### src/core/sicc_consts.vh
// Constants for the stage input connection configuration bank
`ifndef SICC_CONSTS_VH
`define SICC_CONSTS_VH

`define SICC_ADDR_W          10
`define SICC_DATA_W          16
`define SICC_STAGE_W         4
`define SICC_STAGE_COUNT     4'hc
`define SICC_INPUT_COUNT     13
`define SICC_LOW_INPUTS      7

`define SICC_STAGE_BASE      10'h080
`define SICC_STAGE_STRIDE    10'h008
`define SICC_STAGE_SPAN      10'h060
`define SICC_OFS_LOW         3'h0
`define SICC_OFS_HIGH        3'h1
`define SICC_STATUS_ADDR     10'h0e0

`define SICC_LOW_USED_MASK   16'h3fff
`define SICC_HIGH_FIELD_BASE 16

`define SICC_CODE_OPEN       2'h0
`define SICC_CODE_NEG        2'h1
`define SICC_CODE_POS        2'h2
`define SICC_CODE_BIAS       2'h3

`define SICC_TYPE_LSB        28
`define SICC_TYPE_MSB        29
`define SICC_NEG_OFF_BIT     30
`define SICC_POS_OFF_BIT     31

`define SICC_TYPE_BAD        2'h0
`define SICC_TYPE_SE_POS     2'h1
`define SICC_TYPE_SE_NEG     2'h2
`define SICC_TYPE_DIFF       2'h3

`define SICC_ST_STAGE_LSB    0
`define SICC_ST_STAGE_MSB    3
`define SICC_ST_VALID_BIT    4
`define SICC_ST_TYPE_LSB     5
`define SICC_ST_TYPE_MSB     6
`define SICC_ST_BAD_BIT      8

`define SICC_RST_DATA        16'h0000
`define SICC_RST_WORD        32'h0000_0000
`define SICC_RST_SEL         13'h0000
`define SICC_RST_STAGE       4'h0
`define SICC_RST_TYPE        2'h0

`endif

### src/core/sicc_stage_mem.v
// Per-stage connection word store with registered read ports
`timescale 1ns/10ps
`include "sicc_consts.vh"

module sicc_stage_mem (
    // Clock and reset
    input  wire        i_clk,
    input  wire        i_rst_b,
    // Write port
    input  wire        i_wr_en,
    input  wire [3:0]  i_wr_idx,
    input  wire        i_wr_half,
    input  wire [15:0] i_wr_data,
    // Bus read port
    input  wire        i_a_rd,
    input  wire [3:0]  i_a_idx,
    input  wire        i_a_half,
    output reg  [15:0] o_a_data,
    // Stage read port
    input  wire        i_b_en,
    input  wire [3:0]  i_b_idx,
    output reg  [31:0] o_b_data
);

    // Contents carry no reset: software must program each stage
    reg [31:0] mem [0:11];

    always @(posedge i_clk) begin
        if (i_wr_en) begin
            if (i_wr_half) begin
                mem[i_wr_idx][31:16] <= i_wr_data;
            end else begin
                mem[i_wr_idx][15:0] <= i_wr_data;
            end
        end
    end

    // Zero when idle so the top can merge read sources by OR
    always @(posedge i_clk or negedge i_rst_b) begin
        if (!i_rst_b) begin
            o_a_data <= `SICC_RST_DATA;
            o_b_data <= `SICC_RST_WORD;
        end else begin
            if (i_a_rd) begin
                o_a_data <= i_a_half ? mem[i_a_idx][31:16] : mem[i_a_idx][15:0];
            end else begin
                o_a_data <= `SICC_RST_DATA;
            end
            if (i_b_en) begin
                o_b_data <= mem[i_b_idx];
            end else begin
                o_b_data <= `SICC_RST_WORD;
            end
        end
    end

endmodule // sicc_stage_mem

### src/core/sicc_stage_config.v
// Stage input connection configuration bank and switch matrix control
`timescale 1ns/10ps
`include "sicc_consts.vh"

module sicc_stage_config (
    // Clock and reset
    input  wire        i_clk,
    input  wire        i_rst_b,
    // Register port
    input  wire [9:0]  i_addr,
    input  wire [15:0] i_wdata,
    input  wire        i_wr,
    input  wire        i_rd,
    output wire [15:0] o_rdata,
    // Sequencer stage select
    input  wire [3:0]  i_stage,
    // Switch matrix control
    output reg  [12:0] o_pos_sel,
    output reg  [12:0] o_neg_sel,
    output reg  [12:0] o_bias_sel,
    // Measurement type and offset control
    output reg         o_se_pos,
    output reg         o_se_neg,
    output reg         o_diff,
    output reg         o_type_bad,
    output reg         o_neg_offset_en,
    output reg         o_pos_offset_en,
    output reg         o_stage_active
);

    // Decode: {hit, half, stage index}
    function [5:0] sicc_decode;
        input [9:0] addr;
        reg   [9:0] off;
        begin
            off = addr - `SICC_STAGE_BASE;
            sicc_decode = 6'h00;
            if ((addr >= `SICC_STAGE_BASE) && (off < `SICC_STAGE_SPAN) && (off[2:1] == 2'h0)) begin
                sicc_decode = {1'b1, off[0], off[6:3]};
            end
        end
    endfunction

    wire [5:0]  wr_dec;
    wire [5:0]  rd_dec;
    wire        wr_hit;
    wire        rd_hit;
    wire        status_wr;
    wire        status_rd;
    wire [15:0] wr_word;
    wire [15:0] mem_rdata;
    wire [31:0] stage_word;
    wire        stage_ok;

    reg         stage_ok_reg;
    reg  [3:0]  stage_idx_reg;
    reg  [3:0]  applied_stage_reg;
    reg         applied_valid_reg;
    reg  [1:0]  applied_type_reg;
    reg         bad_seen_reg;
    reg         bad_seen_next;
    reg  [15:0] status_rdata_reg;

    reg  [12:0] pos_next;
    reg  [12:0] neg_next;
    reg  [12:0] bias_next;
    wire [1:0]  type_code;

    assign wr_dec    = sicc_decode(i_addr);
    assign rd_dec    = sicc_decode(i_addr);
    assign wr_hit    = i_wr & wr_dec[5];
    assign rd_hit    = i_rd & rd_dec[5];
    assign status_wr = i_wr & (i_addr == `SICC_STATUS_ADDR);
    assign status_rd = i_rd & (i_addr == `SICC_STATUS_ADDR);
    assign stage_ok  = (i_stage < `SICC_STAGE_COUNT);

    // Unused top bits of the first register are never stored
    assign wr_word = wr_dec[4] ? i_wdata : (i_wdata & `SICC_LOW_USED_MASK);

    sicc_stage_mem u_mem (
        .i_clk     (i_clk),
        .i_rst_b   (i_rst_b),
        .i_wr_en   (wr_hit),
        .i_wr_idx  (wr_dec[3:0]),
        .i_wr_half (wr_dec[4]),
        .i_wr_data (wr_word),
        .i_a_rd    (rd_hit),
        .i_a_idx   (rd_dec[3:0]),
        .i_a_half  (rd_dec[4]),
        .o_a_data  (mem_rdata),
        .i_b_en    (stage_ok),
        .i_b_idx   (i_stage),
        .o_b_data  (stage_word)
    );

    // Both sources are zero unless selected, unmapped reads give zero
    assign o_rdata = mem_rdata | status_rdata_reg;

    // Per-input routing decode across both registers
    genvar gi;
    generate
        for (gi = 0; gi < `SICC_INPUT_COUNT; gi = gi + 1) begin : g_route
            localparam integer LSB = (gi < `SICC_LOW_INPUTS) ? (2 * gi) :
                                     (`SICC_HIGH_FIELD_BASE + 2 * (gi - `SICC_LOW_INPUTS));
            wire [1:0] code;
            assign code = stage_word[LSB + 1:LSB];
            always @* begin
                pos_next[gi]  = stage_ok_reg & (code == `SICC_CODE_POS);
                neg_next[gi]  = stage_ok_reg & (code == `SICC_CODE_NEG);
                bias_next[gi] = stage_ok_reg & (code == `SICC_CODE_BIAS);
                // Code 00 leaves all three switches open
                if (code == `SICC_CODE_OPEN) begin
                    pos_next[gi]  = 1'b0;
                    neg_next[gi]  = 1'b0;
                    bias_next[gi] = 1'b0;
                end
            end
        end
    endgenerate

    assign type_code = stage_word[`SICC_TYPE_MSB:`SICC_TYPE_LSB];

    // Sticky prohibited-type flag, set wins over software clear
    always @* begin
        bad_seen_next = bad_seen_reg;
        if (status_wr && i_wdata[`SICC_ST_BAD_BIT]) begin
            bad_seen_next = 1'b0;
        end
        if (stage_ok_reg && (type_code == `SICC_TYPE_BAD)) begin
            bad_seen_next = 1'b1;
        end
    end

    // Stage select is registered with the memory read to stay aligned
    always @(posedge i_clk or negedge i_rst_b) begin
        if (!i_rst_b) begin
            stage_ok_reg  <= 1'b0;
            stage_idx_reg <= `SICC_RST_STAGE;
        end else begin
            stage_ok_reg  <= stage_ok;
            stage_idx_reg <= i_stage;
        end
    end

    // Switch and mode outputs, two cycles after the stage select
    always @(posedge i_clk or negedge i_rst_b) begin
        if (!i_rst_b) begin
            o_pos_sel       <= `SICC_RST_SEL;
            o_neg_sel       <= `SICC_RST_SEL;
            o_bias_sel      <= `SICC_RST_SEL;
            o_se_pos        <= 1'b0;
            o_se_neg        <= 1'b0;
            o_diff          <= 1'b0;
            o_type_bad      <= 1'b0;
            o_neg_offset_en <= 1'b0;
            o_pos_offset_en <= 1'b0;
            o_stage_active  <= 1'b0;
        end else begin
            o_pos_sel       <= pos_next;
            o_neg_sel       <= neg_next;
            o_bias_sel      <= bias_next;
            o_se_pos        <= stage_ok_reg & (type_code == `SICC_TYPE_SE_POS);
            o_se_neg        <= stage_ok_reg & (type_code == `SICC_TYPE_SE_NEG);
            o_diff          <= stage_ok_reg & (type_code == `SICC_TYPE_DIFF);
            o_type_bad      <= stage_ok_reg & (type_code == `SICC_TYPE_BAD);
            o_neg_offset_en <= stage_ok_reg & ~stage_word[`SICC_NEG_OFF_BIT];
            o_pos_offset_en <= stage_ok_reg & ~stage_word[`SICC_POS_OFF_BIT];
            o_stage_active  <= stage_ok_reg;
        end
    end

    // Status register: applied stage, its type and the sticky flag
    always @(posedge i_clk or negedge i_rst_b) begin
        if (!i_rst_b) begin
            applied_stage_reg <= `SICC_RST_STAGE;
            applied_valid_reg <= 1'b0;
            applied_type_reg  <= `SICC_RST_TYPE;
            bad_seen_reg      <= 1'b0;
            status_rdata_reg  <= `SICC_RST_DATA;
        end else begin
            applied_stage_reg <= stage_idx_reg;
            applied_valid_reg <= stage_ok_reg;
            applied_type_reg  <= stage_ok_reg ? type_code : `SICC_RST_TYPE;
            bad_seen_reg      <= bad_seen_next;
            if (status_rd) begin
                status_rdata_reg <= {7'h00, bad_seen_reg, 1'b0, applied_type_reg,
                                     applied_valid_reg, applied_stage_reg};
            end else begin
                status_rdata_reg <= `SICC_RST_DATA;
            end
        end
    end

endmodule // sicc_stage_config

### config.mk
export PLATFORM = sky130hd
export DESIGN_NAME = sicc_stage_config
export DESIGN_NICKNAME = d
export VERILOG_FILES = /design/src/core/sicc_stage_mem.v /design/src/core/sicc_stage_config.v
export VERILOG_INCLUDE_DIRS = /design/src /design/src/core
export SDC_FILE = /design/constraint.sdc
export NUM_CORES = 1
export LEC_CHECK = 0
export BUFFER_PORTS_ARGS = -buffer_cell sky130_fd_sc_hd__buf_2
export CORE_ASPECT_RATIO = 0.9
export CORE_MARGIN = 1.5
export CORE_UTILIZATION = 47
export CTS_CLUSTER_SIZE = 14
export DETAILED_ROUTE_END_ITERATION = 8
export PLACE_DENSITY = 0.66
export SLEW_MARGIN = 20
export SYNTH_ARGS = -nofsm -noshare
export SYNTH_HDL_FRONTEND = slang
export SYNTH_HIERARCHICAL = 1
export SYNTH_SLANG_ARGS = --single-unit
### constraint.sdc
create_clock -name i_clk -period 1.5 [get_ports i_clk]
set_clock_uncertainty 0.05 [all_clocks]
set_input_delay 0.075 -clock i_clk [delete_from_list [all_inputs] [get_ports i_clk]]
set_output_delay 0.075 -clock i_clk [all_outputs]
set_load 0.02 [all_outputs]
==> reports/results.txt <==
The flow ran to the end, but the final reports show violations. The final reports fail on setup timing. The layout has 3226 filler cells. The capture endpoint of the worst hold path is u_mem/mem[8][31]. For the number of nets in the synthesized netlist, the log shows 1195. The number of cells on the worst reg-to-reg path is 3.

The chip height came out at 206 um. The master cell of the clock root buffer is sky130_fd_sc_hd__clkbuf_16. STA classifies the critical path startpoint as an input port.

In this run the remaining antenna-violating nets after routing total 0. For this block, the routed nets add up to 58900 um of wire. The share of post-route cells with drive strength above 1 was 0.449; the number of buffers between clock root and the deepest sink was 3. Across the run, the number of max-cap violations was 0. The mean post-synth cell area was 18.5 um2; the number of H-tree levels was 2. Setup violations remaining at the end of the flow were counted as 415.

The cell area after placement came out at 24500 um2. Dividing the detail-routed wire length by the instance count gives 27.4 um. The launching element of the worst setup path was i_addr[2]. The routability congestion estimate from global placement was 0.841; the number of DRC violations after detailed-routing iteration 0 was 1365. For this run, design rule violations remaining after detail routing come to 0. Number of placement rows: 74.

TritonCTS built the clock tree. The first global-routing pass estimated 87300 um of wire. The cell area that synthesis handed to floorplanning was 21500 um2. Detailed placement finished with a half-perimeter wire length of 37300 um. The horizontal die dimension is 228 um, and the final max-slew violation count is 0.

After detailed routing, the number of vias per cell comes to 5.92. The tools report the aggregate global routing overflow as 0. u_mem/mem holds more flip-flops than any other register. The run gives 0.475 as the effective utilization at floorplan. Timing would allow up to 0.498 GHz. The number of port buffers was 95. Relative to the synthesized area, the layout overhead comes to 29.8%.

The tools report the accumulated negative setup slack as -135.66 ns. Setup repair after global routing could not meet its margin everywhere. The total global routing track utilization was 0.258.

The share of the clock period used by the worst path was 1.34; the final worst slack was -0.506 ns. The worst setup path is captured at a register. Initial antenna violation count: 7. The logs give 2.45 ns for the data arrival at the endpoint of the critical path and 496 for the number of sinks handled by clock tree synthesis. The run gives 0 as the final hold violation count. The run gives 12700 as the total via count in the routed design.

The tools report the tightest slew margin relative to the limit as 0.473. The maximum vdd drop was 0.000809 V. The CTS buffer count is 51, and the I/O pin count is 96. Critical hold path startpoint: i_wdata[15]. For flop-to-flop paths, the worst setup slack is -0.20 ns. Summing internal, switching and leakage power gives 0.0302 W. The warning count from the yosys run is 6. The largest registers in the layout are u_mem/mem x384, u_mem/o_b_data x30, u_mem/o_a_data x16. The via count of the first global-routing pass was 13100; the number of flip-flops in the largest register was 384. Synthesis produced a netlist whose cell count is 1160. The worst hold path belongs to the class input port to register.

The pre-antenna-repair detailed-routing pass consisted of 5 iterations. The die covers 46900 um2. Category of the critical setup timing path: input port to register.

The actual slew at the worst max-slew pin came out at 0.788 ns. At the end of the flow, the number of nets in the layout was 1539. The worst-path maximum fanout was 12; the instance count along the most critical hold path was 3. Worst reg2reg path startpoint: u_mem/mem[7][0].

The routed design could run at a clock period as short as 2.01 ns. The placeable core region is 45200 um2. For the worst setup path, the data required time is 1.94 ns. The tools report the reg-to-reg critical path endpoint as u_mem/o_a_data[0].

The run gives 27800 um2 as the final instance area. Entering global routing, the biggest net connects 45 pins. In this run the static leakage power is 9.84 nW. Power spread over the standard cell area amounts to 1080 nW/um2. The count of placed standard cells including taps came out at 1968. For the worst-skew pair, the clock arrives at the later sink with an insertion delay of 0.62 ns.

After clock tree synthesis, the clock-pin slew on the worst setup and hold paths is 0.06 ns. For this run, the number of standard cells in the final layout without fillers is 2154.
-- layout by cell type (no fill, tap or decap), types with 8 or more instances in the layout --
cell type / count
sky130_fd_sc_hd__and3_1: 16
sky130_fd_sc_hd__buf_6: 44
sky130_fd_sc_hd__nand3_2: 12
sky130_fd_sc_hd__and2_1: 12
sky130_fd_sc_hd__a22oi_1: 30
sky130_fd_sc_hd__and3b_1: 9
sky130_fd_sc_hd__clkbuf_1: 11
sky130_fd_sc_hd__nor2_4: 25
sky130_fd_sc_hd__mux4_2: 160
sky130_fd_sc_hd__mux2i_1: 94
sky130_fd_sc_hd__or2_2: 8
sky130_fd_sc_hd__buf_4: 127
sky130_fd_sc_hd__a21oi_1: 31
sky130_fd_sc_hd__nor2_1: 20
sky130_fd_sc_hd__mux2_4: 13
sky130_fd_sc_hd__buf_2: 89
sky130_fd_sc_hd__dfrtp_1: 112
sky130_fd_sc_hd__edfxtp_1: 384
sky130_fd_sc_hd__o21ai_0: 30
sky130_fd_sc_hd__clkinv_2: 10
sky130_fd_sc_hd__clkbuf_16: 57
sky130_fd_sc_hd__nand2_1: 44
sky130_fd_sc_hd__o221ai_2: 11
sky130_fd_sc_hd__buf_12: 69
sky130_fd_sc_hd__dlygate4sd3_1: 31
-- worst max-delay path by stage --
stage                               endpoint  slack, ns  cells past startpoint
after CTS                  u_mem/o_a_data[0]      -0.50                      8
after global placement     u_mem/o_a_data[1]      -1.24                     10
after floorplan           u_mem/o_a_data[10]      -0.89                      9
final                      u_mem/o_a_data[2]      -0.51                     10
after detailed placement   u_mem/o_a_data[1]      -1.30                     12
after global routing       u_mem/o_a_data[0]      -0.55                      8
-- timing repair --
| item | in CTS | in global routing |
|---|---|---|
| endpoints found under the setup margin | 413 | 422 |
| resized for setup | 97 | 33 |
| cloned | 10 | 1 |
| hold buffers | 31 | 0 |
| pin swaps | 22 | 16 |
| endpoints found under the hold margin | 473 | 0 |
| setup buffers | 47 | 7 |
-- report_power, final --
group / leakage [nW] / internal (W) / switching [W]
sequential: 4.79 / 0.0150 / 0.0000990
combinational: 4.18 / 0.000809 / 0.00101
clock: 0.877 / 0.00796 / 0.00534
-- final cells by class --
type	instances	area [um2]	share of cell area
Tap cell	608	761	0.0273
Antenna cell	1	2.50	0.0000899
Sequential cell	496	14300	0.515
Inverter	4	15.0	0.000539
Clock inverter	21	254	0.00912
Timing Repair Buffer	372	3870	0.139
Multi-Input combinational cell	579	7090	0.255
Clock buffer	73	1530	0.0548
-- metrics by stage --
step	util	hold slack [ns]	worst slack, ns
finish	0.616	0.0411	-0.506
global route	0.616	0.0312	-0.554
CTS	0.614	0.00496	-0.499
detailed placement	0.543	-0.0523	-1.30
global placement	0.543	-0.0558	-1.24
floorplan	-	-0.271	-0.893
-- critical path, stage by stage --
cell and delay, ns:
sky130_fd_sc_hd__buf_6 0.09, sky130_fd_sc_hd__or3b_1 0.38, sky130_fd_sc_hd__and4bb_2 0.34, sky130_fd_sc_hd__and2_4 0.24
sky130_fd_sc_hd__buf_4 0.15, sky130_fd_sc_hd__buf_12 0.16, sky130_fd_sc_hd__mux4_2 0.52, sky130_fd_sc_hd__mux2_4 0.29
sky130_fd_sc_hd__nand3_2 0.09, sky130_fd_sc_hd__o221ai_2 0.09
-- per-layer routing --
layer | track usage | vias to the layer above | share of wire
li1 | - | 5413 | -
met1 | 0.357 | 6712 | 0.41
met2 | 0.422 | 511 | 0.49
met3 | 0.0466 | 97 | 0.075
met4 | 0.0783 | 8 | 0.026
met5 | 0 | - | 0.00097
Power figures use the tool's default switching activity.
